$ cat config.mk
export PLATFORM = sky130hd
export DESIGN_NAME = exu_execute
export DESIGN_NICKNAME = d
export VERILOG_FILES = /design/src/rtl/exu_pkg.sv /design/src/rtl/exu_execute.sv
export SDC_FILE = /design/constraint.sdc
export NUM_CORES = 1
export LEC_CHECK = 0
export BUFFER_PORTS_ARGS = -buffer_cell sky130_fd_sc_hd__buf_2
export CAP_MARGIN = 20
export CELL_PAD_IN_SITES_DETAIL_PLACEMENT = 0
export CELL_PAD_IN_SITES_GLOBAL_PLACEMENT = 1
export CORE_MARGIN = 3
export CORE_UTILIZATION = 45
export CTS_CLUSTER_SIZE = 24
export DETAILED_ROUTE_END_ITERATION = 6
export GPL_TIMING_DRIVEN = 0
export PLACE_DENSITY = 0.8
export SLEW_MARGIN = 20
export SYNTH_ARGS = -nofsm -noshare
export SYNTH_HDL_FRONTEND = slang
export SYNTH_SLANG_ARGS = --single-unit
export TNS_END_PERCENT = 20
$ cat constraint.sdc
create_clock -name mclk_in -period 4.6 [get_ports mclk_in]
set_clock_uncertainty 0.05 [all_clocks]
set_input_delay 0.46 -clock mclk_in [delete_from_list [all_inputs] [get_ports mclk_in]]
set_output_delay 0.46 -clock mclk_in [all_outputs]
set_load 0.1 [all_outputs]
$ cat src/rtl/exu_pkg.sv
// Purpose: Shared types and constants of the execute datapath.
// Assumes: One core clock; operands arrive already read from the register file.
// Notes: Flag bit positions follow the status byte layout used by the core.
package exu_pkg;
  // ----------------------------------------------------------------------
  // Status flag positions and reset values
  // ----------------------------------------------------------------------
  localparam int FLG_C = 0; // Carry
  localparam int FLG_Z = 1; // Zero
  localparam int FLG_N = 2; // Negative
  localparam int FLG_V = 3; // Overflow
  localparam int FLG_S = 4; // Sign
  localparam int FLG_H = 5; // Half carry
  localparam int FLG_T = 6; // Transfer bit
  localparam logic [7:0] FLAGS_RST = 8'h00; // Flags after reset
  localparam logic [15:0] WORD_RST = 16'h0000; // Result words after reset
  localparam logic [7:0] BYTE_ALL = 8'hFF; // All-ones byte for bit clear

  // ----------------------------------------------------------------------
  // Cycle counts and program counter steps
  // ----------------------------------------------------------------------
  localparam logic [1:0] CYC_ONE = 2'h1;
  localparam logic [1:0] CYC_TWO = 2'h2;
  localparam logic [1:0] CYC_THREE = 2'h3;
  localparam logic [15:0] PC_STEP = 16'h0001; // Next sequential word
  localparam logic [15:0] PC_SKIP1 = 16'h0002; // Skip a one-word instruction
  localparam logic [15:0] PC_SKIP2 = 16'h0003; // Skip a two-word instruction

  // ----------------------------------------------------------------------
  // Operations
  // ----------------------------------------------------------------------
  typedef enum logic [5:0] {
    OP_ADD, OP_ADD_CARRY, word_add_immediate, OP_SUB, OP_SUB_IMM, OP_SUB_CARRY,
    sub_carry_immediate, word_sub_immediate, OP_AND, OP_AND_IMM, OP_OR, OP_OR_IMM,
    OP_XOR, bit_clear_op, bit_set_op, zero_minus_test, OP_MUL, OP_MUL_SIGNED,
    mult_signed_unsigned, OP_FMUL, OP_FMUL_SIGNED, frac_mult_signed_unsigned,
    relative_call, compare_skip_equal, compare_immediate, skip_reg_bit_clear,
    skip_reg_bit_set, skip_io_bit_clear, skip_io_bit_set, branch_status_set,
    branch_status_clear, branch_signed_ge, branch_signed_lt, branch_unsigned_ge,
    branch_unsigned_lt, branch_half_carry_set, branch_half_carry_clear,
    branch_overflow_set, branch_overflow_clear, branch_transfer_bit_set,
    branch_transfer_bit_clear
  } exu_op_t;

  // Controller states, one-hot
  typedef enum logic [1:0] {
    ST_IDLE = 2'b01,
    ST_BUSY = 2'b10
  } exu_st_t;

  // ----------------------------------------------------------------------
  // Carriers
  // ----------------------------------------------------------------------
  typedef struct packed {
    exu_op_t op; // Operation
    logic [7:0] opa; // Rd value
    logic [7:0] opb; // Rr value or constant K
    logic [15:0] pair; // Register pair value for word ops
    logic [2:0] bsel; // Bit index b or status bit s
    logic [7:0] io; // I/O register value for I/O skips
    logic [15:0] pc; // Address of this instruction
    logic [11:0] offset; // Signed relative offset k
    logic two_word; // Following instruction is two words long
  } exu_req_t;

  typedef struct packed {
    logic wr_rd; // Write data[7:0] to Rd
    logic wr_pair; // Write data to the register pair
    logic wr_prod; // Write data to registers one and zero
    logic push_ret; // Save ret_addr as return address
    logic [15:0] data; // Result value
    logic [15:0] pc_next; // New program counter
    logic [15:0] ret_addr; // Return address of a call
  } exu_res_t;

  typedef struct packed {
    exu_st_t st; // Controller state
    logic [1:0] cnt; // Remaining cycles
    logic done; // Completion pulse
    logic busy; // Operation in progress
    logic [7:0] flags; // Status flags
    exu_res_t res; // Registered result
  } exu_state_t;
endpackage

$ cat src/rtl/exu_execute.sv
// Purpose: Execute datapath: ALU, word ops, multiplies, skips and branches.
// Assumes: Requests come from same-clock decode logic; one request at a time.
// Notes: Result, flags and next PC are valid from the done pulse onward.

// Notes on behaviour
// - add forms write sum, five flags, one cycle
// - word add immediate on pair, two cycles
// - subtract forms write difference, one cycle
// - word subtract immediate on pair, two cycles
// - logic ops touch only Z, N, V
// - bit clear ANDs with all-ones minus K
// - bit set ORs constant in, one cycle
// - zero-minus test sets flags, keeps Rd
// - multiplies write product to R1:R0, two cycles
// - fractional multiplies shift product left once
// - relative call jumps k+1, saves return, three cycles
// - compare-skip-equal skips when operands match
// - I/O bit skips test bit b
// - status branches use bit s, 1/2 cycles
// - signed branches use N xor V
// - unsigned branches use carry
// - half-carry branches use H
// - overflow branches use V
// - transfer-bit branches use T
module exu_execute
  import exu_pkg::*;
(
  input wire logic mclk_in, // Core clock
  input wire logic rst_in, // Asynchronous reset, active high
  input wire logic ce_in, // Clock enable, freezes all state when low
  input wire logic start_in, // Request strobe
  input wire exu_req_t req_in, // Request fields
  input wire logic flag_load_in, // Load flags from flag_value_in while idle and no request is accepted
  input wire logic [7:0] flag_value_in, // Flag value to load
  output logic done_out, // Completion pulse
  output logic busy_out, // Operation in progress
  output logic [7:0] flags_out, // Status flags
  output exu_res_t res_out // Result of last operation
);
  // ----------------------------------------------------------------------
  // State
  // ----------------------------------------------------------------------
  exu_state_t q; // Registered state
  exu_state_t next_q; // Next state
  logic acc; // Request accepted this cycle

  // ----------------------------------------------------------------------
  // Datapath
  // ----------------------------------------------------------------------
  logic [7:0] a, b, r8; // Operands and byte result
  logic cin; // Carry into add or subtract
  logic [15:0] k16, pw; // Sign-extended offset, word result
  logic signed [17:0] prod; // Full product
  logic skip, take; // Skip and branch decisions
  logic [1:0] cyc; // Cycle count of this request
  exu_res_t nr; // New result
  logic [7:0] nf; // New flags

  assign acc = ce_in & start_in & (q.st == ST_IDLE);
  assign a = req_in.opa;
  assign b = req_in.opb;
  assign k16 = {{4{req_in.offset[11]}}, req_in.offset};

  // Multiplier with per-operand sign extension
  always_comb begin
    logic sa, sb;
    sa = 1'b0;
    sb = 1'b0;
    unique case (req_in.op)
      OP_MUL_SIGNED, OP_FMUL_SIGNED: begin
        sa = a[7];
        sb = b[7];
      end
      mult_signed_unsigned, frac_mult_signed_unsigned: begin
        sa = a[7];
      end
      default: begin
      end
    endcase
    prod = $signed({sa, a}) * $signed({sb, b});
  end

  // Skip and branch condition evaluation
  always_comb begin
    skip = 1'b0;
    take = 1'b0;
    unique case (req_in.op)
      compare_skip_equal: skip = (a == b);
      skip_reg_bit_clear: skip = ~a[req_in.bsel];
      skip_reg_bit_set: skip = a[req_in.bsel];
      skip_io_bit_clear: skip = ~req_in.io[req_in.bsel];
      skip_io_bit_set: skip = req_in.io[req_in.bsel];
      branch_status_set: take = q.flags[req_in.bsel];
      branch_status_clear: take = ~q.flags[req_in.bsel];
      branch_signed_ge: take = ~(q.flags[FLG_N] ^ q.flags[FLG_V]);
      branch_signed_lt: take = q.flags[FLG_N] ^ q.flags[FLG_V];
      branch_unsigned_ge: take = ~q.flags[FLG_C];
      branch_unsigned_lt: take = q.flags[FLG_C];
      branch_half_carry_set: take = q.flags[FLG_H];
      branch_half_carry_clear: take = ~q.flags[FLG_H];
      branch_overflow_set: take = q.flags[FLG_V];
      branch_overflow_clear: take = ~q.flags[FLG_V];
      branch_transfer_bit_set: take = q.flags[FLG_T];
      branch_transfer_bit_clear: take = ~q.flags[FLG_T];
      default: begin
      end
    endcase
  end

  // Operation result, flags, next PC and cycle count
  always_comb begin
    nf = q.flags; // Unnamed flags hold
    nr = '0;
    nr.pc_next = req_in.pc + PC_STEP;
    cin = 1'b0;
    r8 = 8'h00;
    pw = 16'h0000;
    cyc = CYC_ONE;
    unique case (req_in.op)
      // Add forms
      OP_ADD, OP_ADD_CARRY: begin
        cin = (req_in.op == OP_ADD_CARRY) & q.flags[FLG_C];
        r8 = 8'(a + b + {7'h00, cin});
        nr.wr_rd = 1'b1;
        nf[FLG_H] = (a[3] & b[3]) | (b[3] & ~r8[3]) | (~r8[3] & a[3]);
        nf[FLG_C] = (a[7] & b[7]) | (b[7] & ~r8[7]) | (~r8[7] & a[7]);
        nf[FLG_V] = (a[7] & b[7] & ~r8[7]) | (~a[7] & ~b[7] & r8[7]);
        nf[FLG_N] = r8[7];
        nf[FLG_Z] = (r8 == 8'h00);
      end
      // Subtract and compare forms
      OP_SUB, OP_SUB_IMM, OP_SUB_CARRY, sub_carry_immediate, compare_immediate: begin
        cin = (req_in.op == OP_SUB_CARRY || req_in.op == sub_carry_immediate) &
              q.flags[FLG_C];
        r8 = 8'(a - b - {7'h00, cin});
        nr.wr_rd = (req_in.op != compare_immediate);
        nf[FLG_H] = (~a[3] & b[3]) | (b[3] & r8[3]) | (r8[3] & ~a[3]);
        nf[FLG_C] = (~a[7] & b[7]) | (b[7] & r8[7]) | (r8[7] & ~a[7]);
        nf[FLG_V] = (a[7] & ~b[7] & ~r8[7]) | (~a[7] & b[7] & r8[7]);
        nf[FLG_N] = r8[7];
        // Carry forms keep zero only while the whole chain is zero
        nf[FLG_Z] = (r8 == 8'h00) & (~(req_in.op == OP_SUB_CARRY ||
                    req_in.op == sub_carry_immediate) | q.flags[FLG_Z]);
      end
      // Word add and subtract on a pair
      word_add_immediate, word_sub_immediate: begin
        if (req_in.op == word_add_immediate) begin
          pw = req_in.pair + {10'h000, b[5:0]};
          nf[FLG_V] = ~req_in.pair[15] & pw[15];
          nf[FLG_C] = ~pw[15] & req_in.pair[15];
        end else begin
          pw = req_in.pair - {10'h000, b[5:0]};
          nf[FLG_V] = req_in.pair[15] & ~pw[15];
          nf[FLG_C] = pw[15] & ~req_in.pair[15];
        end
        nr.wr_pair = 1'b1;
        nr.data = pw;
        nf[FLG_N] = pw[15];
        nf[FLG_Z] = (pw == 16'h0000);
        nf[FLG_S] = pw[15] ^ nf[FLG_V];
        cyc = CYC_TWO;
      end
      // Bitwise forms
      OP_AND, OP_AND_IMM, OP_OR, OP_OR_IMM, OP_XOR, bit_clear_op, bit_set_op,
      zero_minus_test: begin
        unique case (req_in.op)
          OP_AND, OP_AND_IMM: r8 = a & b;
          OP_OR, OP_OR_IMM, bit_set_op: r8 = a | b;
          OP_XOR: r8 = a ^ b;
          bit_clear_op: r8 = a & (BYTE_ALL - b);
          default: r8 = a & a;
        endcase
        nr.wr_rd = (req_in.op != zero_minus_test);
        nf[FLG_V] = 1'b0;
        nf[FLG_N] = r8[7];
        nf[FLG_Z] = (r8 == 8'h00);
      end
      // Multiplies
      OP_MUL, OP_MUL_SIGNED, mult_signed_unsigned, OP_FMUL, OP_FMUL_SIGNED,
      frac_mult_signed_unsigned: begin
        if (req_in.op == OP_FMUL || req_in.op == OP_FMUL_SIGNED ||
            req_in.op == frac_mult_signed_unsigned) begin
          pw = {prod[14:0], 1'b0};
        end else begin
          pw = prod[15:0];
        end
        nr.wr_prod = 1'b1;
        nr.data = pw;
        nf[FLG_C] = prod[15];
        nf[FLG_Z] = (pw == 16'h0000);
        cyc = CYC_TWO;
      end
      // Relative call
      relative_call: begin
        nr.pc_next = req_in.pc + k16 + PC_STEP;
        nr.ret_addr = req_in.pc + PC_STEP;
        nr.push_ret = 1'b1;
        cyc = CYC_THREE;
      end
      // Skips past the whole next instruction
      compare_skip_equal, skip_reg_bit_clear, skip_reg_bit_set, skip_io_bit_clear,
      skip_io_bit_set: begin
        if (skip) begin
          nr.pc_next = req_in.pc + (req_in.two_word ? PC_SKIP2 : PC_SKIP1);
          cyc = req_in.two_word ? CYC_THREE : CYC_TWO;
        end
      end
      // Conditional branches
      default: begin
        if (take) begin
          nr.pc_next = req_in.pc + k16 + PC_STEP;
          cyc = CYC_TWO;
        end
      end
    endcase
    if (nr.wr_rd) begin
      nr.data = {8'h00, r8};
    end
  end

  // ----------------------------------------------------------------------
  // Controller
  // ----------------------------------------------------------------------
  // Next-state logic: count the cycles of the accepted operation
  always_comb begin
    next_q = q;
    if (ce_in) begin
      next_q.done = 1'b0;
      unique case (q.st)
        ST_IDLE: begin
          if (acc) begin
            next_q.res = nr;
            next_q.flags = nf;
            next_q.cnt = cyc - CYC_ONE;
            if (cyc == CYC_ONE) begin
              next_q.done = 1'b1; // Single-cycle operation
            end else begin
              next_q.st = ST_BUSY;
              next_q.busy = 1'b1;
            end
          end else if (flag_load_in) begin
            next_q.flags = flag_value_in; // Software write of status flags
          end
        end
        ST_BUSY: begin
          next_q.cnt = q.cnt - CYC_ONE;
          if (q.cnt == CYC_ONE) begin
            next_q.done = 1'b1;
            next_q.busy = 1'b0;
            next_q.st = ST_IDLE;
          end
        end
      endcase
    end
  end

  // State register
  always_ff @(posedge mclk_in or posedge rst_in) begin
    if (rst_in) begin
      q <= '{st: ST_IDLE, cnt: 2'h0, done: 1'b0, busy: 1'b0, flags: FLAGS_RST,
             res: '{wr_rd: 1'b0, wr_pair: 1'b0, wr_prod: 1'b0, push_ret: 1'b0,
                    data: WORD_RST, pc_next: WORD_RST, ret_addr: WORD_RST}};
    end else begin
      q <= next_q;
    end
  end

  assign done_out = q.done;
  assign busy_out = q.busy;
  assign flags_out = q.flags;
  assign res_out = q.res;
endmodule

Word level (Yosys, flattened, before mapping) --
Cells that the tools add are included.
Storage, ports and cells: bits in registers 66, output and inout bits 62, word-level logic and storage cells 232
Cells by class: add/subtract/negate cells 13, $mul 1, $lt $le $gt $ge 1, eq/ne operators 55, muxes and demuxes 49, bitwise operators 64, reduce and logical (&&, ||, !) cells 32
Operators by type and width (count):
- $mux 16 | 8
- $eq 6x5->1 const B | 16
- $eq 6x6->1 const B | 9
- $eq 6x4->1 const B | 8
- $pmux 16 s3 | 1
- $add 16x1->16 const B | 2
- $logic_not 16->1 | 2
- $pmux 16 s2 | 1
- $pmux 8 s4 | 1
- $reduce_and 4->1 | 7
- $and 1x1->1 | 27
- $and 8x8->8 | 3
- $eq 6x3->1 const B | 4
- $logic_not 8->1 | 3
- $pmux 8 s3 | 1
- $reduce_or 23->1 | 1
- $not 1->1 | 19
- $mux 6 | 3
- $add 16x16->16 | 1
- $add 16x2->16 | 1
- $add 16x6->16 | 1
- $mul 9x9->16 | 1
- $mux 1 | 16
- $pmux 2 s4 | 2
- 45 further kinds | 77

Logic depth before layout (Yosys ltp) --
word-level depth 10, mapped depth 24, mapped depth without buffers 23

Worst setup path after synthesis --
No wires, ideal clock.
path kind input to register, start in req_in[72] (netlist name), end reg q, in the netlist flags_out[1], data arrival time 6.213 ns, required time 4.473 ns, setup slack -1.741 ns, cell stages on the path 21, path buffers 1, path through buf_2 > xor2_1 > nand4b_1 > nand2b_1 > fa_1 > fa_1 > inv_1 > fa_1 > fa_1 > inv_1 > fa_1 > inv_1 > ha_1 > o21ai_0 > o21ai_1 > a211oi_1 > nor2_1 > xnor2_1 > or4_1 > or4_1 > a21oi_1
Between the ends: word-level cells in the longest chain between the ends 9, elaborated cells between the ends (all ways) 60, classes of those cells add/sub: 2; mul: 1; eq/ne: 23; mux: 10; bitwise: 5; reduce/logical: 19
Ends and longest elaborated chain:
- from (decl) | line exu_execute.sv:32 | input wire exu_req_t req_in,
- $eq 6x5->1 (on tied branches)
- $reduce_or 4->1 (no source line) / $reduce_or 2->1 (equally long branches)
- $mux 1 | line exu_execute.sv:69 | unique case (req_in.op)
- $mul 9x9->16 | line exu_execute.sv:80 | prod = $signed({sa, a}) * $signed({sb, b});
- $mux 16 | line exu_execute.sv:181 | if (req_in.op == OP_FMUL || req_in.op == OP_FMUL_SIGNED ||
- $mux 16 | line exu_execute.sv:119 | unique case (req_in.op)
- $logic_not 16->1 | line exu_execute.sv:190 | nf[FLG_Z] = (pw == 16'h0000);
- $pmux 1 s5 | line exu_execute.sv:119
- $mux 6 | line exu_execute.sv:231 | if (acc) begin
- to (signal assigned) | line exu_execute.sv:260 | q <= '{st: ST_IDLE, cnt: 2'h0, done: 1'b0, busy: 1'b0, flags: FLAGS_RST,
- to (signal assigned) | line exu_execute.sv:264 | q <= next_q;
- to (decl) | line exu_execute.sv:43 | exu_state_t q;
Parallel ways exist; a longest one is shown, timed or not. The select of a mux whose other input is x is not followed. A chain may end at the register's enable or synchronous reset.

Final worst setup path --
start in req_in[73] (netlist name), end reg q, in the netlist flags_out[1]
The elaborated chain is that of the path after synthesis.

==> results.ini <==
[run_status]
status = complete, but fails checks
violations = negative setup slack

[cts]
cts_max_path_buffers = 2
cts_tree = yes
cts.htree.levels = 3
cts.sinks = 65
cts_buffers = 9
cts.clk_slew.worst_paths_ps = 60
root_buffer = clkbuf_16
clk_latency_ps = 330

[detailed_routing]
drt-initial-drc-count = 980
first_pass_iters = 7
wl_per_cell_um = 20.1
ant_nets = 0
drc_errors = 0
routed_wl_um = 38500
via_count = 11000
viasPerCell = 5.76

[power]
power_frac_clock_pct = 14.3
power.switching_w = 0.00279
vdd.ir_drop.worst_mv = 0.468
swShare_pct = 52.1
power_density_nw_per_um2 = 397
p_int_w = 0.00257
leakage_nw = 6.44
pwr-share-comb_pct = 70.6
total_power_w = 0.00536
pwr-share-seq_pct = 15.1

[logic_synthesis]
synth-main-ff-cell = dfrtp_1
syn_area_um2 = 11000
yosys_warnings = 0
synth_seq_area_share_pct = 14.8
synth_area_leader_cell = dfrtp_1
synth_nets = 1624
synth_seq_cells = 65
async_flop_share_pct = 100
synth.distinct_cells = 104
synth_area_leaders = dfrtp_1 15%, fa_1 13%, ha_1 11%, nand2_1 5.2%, inv_1 4.6%
synth_top_area_share_pct = 14.6
synthCells = 1362
synth.avg_cell_area_um2 = 8.07
synth_edf_count = 0

[floorplan]
start_util_pct = 46.3
core-area_um2 = 23800
dieArea_um2 = 26400
ioPinCount = 153
placementRows = 56
die_y_um = 162
die-width_um = 162

[sta]
setup_violations = 16
drv_slew = 0
final.min_clock_period_ps = 6060
fin_crit_sh_pct = 132
hold_viol_final = 0
tns_ps = -10290
worst_slew_pin_slew_ps = 1050
fin_ws_ps = -1460
rsz0062_at_grt = true
slew-limit-headroom_pct = 30.1
fmax_mhz = 165

[flow_run]
drv_cap = 0

[grt]
track_usage_pct = 28.7
grt_max_degree = 57
first_global_vias = 10627
grt_pass1_wl_um = 59500
antenna_found_initial = 0
grt.overflow.total = 0

[setup_path]
critPathLaunchType = input pin
reg2reg_slack_ps = -190
crit_type = input pin to flop
crit_path_start = req_in[73]
r2r-end = flags_out[1]
critPathMaxFanout = 10
critPathArrivalTime_ps = 6270
end_kind = flop
crit_end = flags_out[1]
timing.rr.start = flags_out[0]
required_ps = 4810
reg2reg_depth = 16

[place]
port_buffers = 144
post-place-ws_ps = -2490
gp_congestion = 0.939
hpwl_um = 30200
dpl.cell_count = 1826

[layout]
multi_input_area_um2 = 8470
n_antenna_cell = 0
final_common_cell = nand2_1
layout.nets = 1848
syn_to_final_growth_pct = 22.9
final_cell_mix = 150 x nand2_1, 141 x buf_2, 131 x inv_1, 128 x buf_4, 115 x nor2_1
final-seq-area_um2 = 1630
fillers = 2240
drive_above_1_share_pct = 25.5
stdcell_count = 1910

[min_path]
holdCritPathClass = input pin to flop

==> critical path, cell delays in order <==
cell     delay, ps
buf_8          100
buf_8          130
buf_8          120
o21ai_0         60
and4b_1        250
buf_6          140
nand2_4         50
fa_1           460
fa_1           560
inv_2           40
fa_1           480
fa_1           500
inv_2           40
fa_1           510
inv_2           50
ha_4           230
o21a_1         180
o31a_1         130
buf_6          130
o31ai_4        260
a22oi_2        140
a31oi_4        290
xnor2_4        170
nor2_2          80
or4_4          550
a21oi_2        130
==> registers in the layout, indices dropped and copies added, names as in the netlist <==
name	count
done_out	1
q	4
flags_out	8
res_out	52
==> logic make-up (layout without fill, tap and decap cells) <==
family / count (synthesis) / after routing / share of synthesized area [%]
compound gates: 322 / 322 / 19.9
simple gates: 440 / 440 / 19.8
flops: 65 / 65 / 14.8
mux: 34 / 34 / 3.97
xor+xnor: 72 / 72 / 5.73
fa+ha+maj: 171 / 171 / 24.4
buf+inv: 258 / 487 / 11.5
==> power groups by stage <==
stage / combinational [W] / clock [W] / sequential [W]
floorplan: 0.00245 / 0 / 0.000796
global placement: 0.00315 / 0 / 0.000811
detailed placement: 0.00317 / 0 / 0.000814
CTS: 0.00352 / 0.000771 / 0.000806
global route: 0.00405 / 0.000801 / 0.000822
finish: 0.00379 / 0.000765 / 0.000810
==> metrics by stage <==
stage | util [%] | hold WS [ps] | cell area [µm²]
finish | 56.9 | 304 | 13500
global route | 56.9 | 325 | 13500
CTS | 55.7 | 303 | 13200
detailed placement | 51.5 | 323 | 12200
global placement | 51.4 | 405 | 12200
floorplan | - | 390 | 11100
==> cell usage after synthesis, drive strengths merged (20+ instances only) <==
cell and count:
a21oi 81, buf 76, clkbuf 42, dfrtp 64, fa 72, ha 99
inv 136, mux2i 23, nand2 153, nand3 25, nor2 124, o21a 20
o21ai 77, o221ai 21, xnor2 44, xor2 28
==> layout make-up <==
cell class / count / area share [%]
Multi-Input combinational cell: 1039 / 62.7
Sequential cell: 65 / 12.0
Timing Repair Buffer: 214 / 9.77
Buffer: 117 / 6.08
Inverter: 140 / 4.02
Tap cell: 319 / 2.95
Clock buffer: 10 / 1.77
Clock inverter: 6 / 0.676
==> what timing repair did <==
item | in CTS | in global routing
pin swaps | 34 | 32
setup buffers | 55 | 13
resized for setup | 52 | 56
endpoints found under the setup margin | 12 | 20
hold buffers | 1 | 0
endpoints found under the hold margin | 9 | 0
gates cloned | 0 | 0
==> worst min path at each step <==
| stage | start | to | slack [ps] | depth (start not counted) |
|---|---|---|---|---|
| floorplan | res_out[2] | res_out[2] | 390 | 2 |
| global placement | res_out[5] | res_out[5] | 410 | 2 |
| detailed placement | rst_in | res_out[48] | 320 | 2 |
| CTS | flag_value_in[6] | flags_out[6] | 300 | 3 |
| global route | flag_value_in[6] | flags_out[6] | 330 | 3 |
| finish | flag_value_in[6] | flags_out[6] | 300 | 3 |
==> routing by layer <==
metal | share of wire, % | vias to the layer above | global-route usage [%]
met5 | 0 | - | 0
met4 | 2.3 | 0 | 6.59
met3 | 8.2 | 66 | 5.62
met2 | 43 | 471 | 42.9
met1 | 46 | 5338 | 42.9
li1 | - | 5125 | -
(Power assumes the default switching activity.)
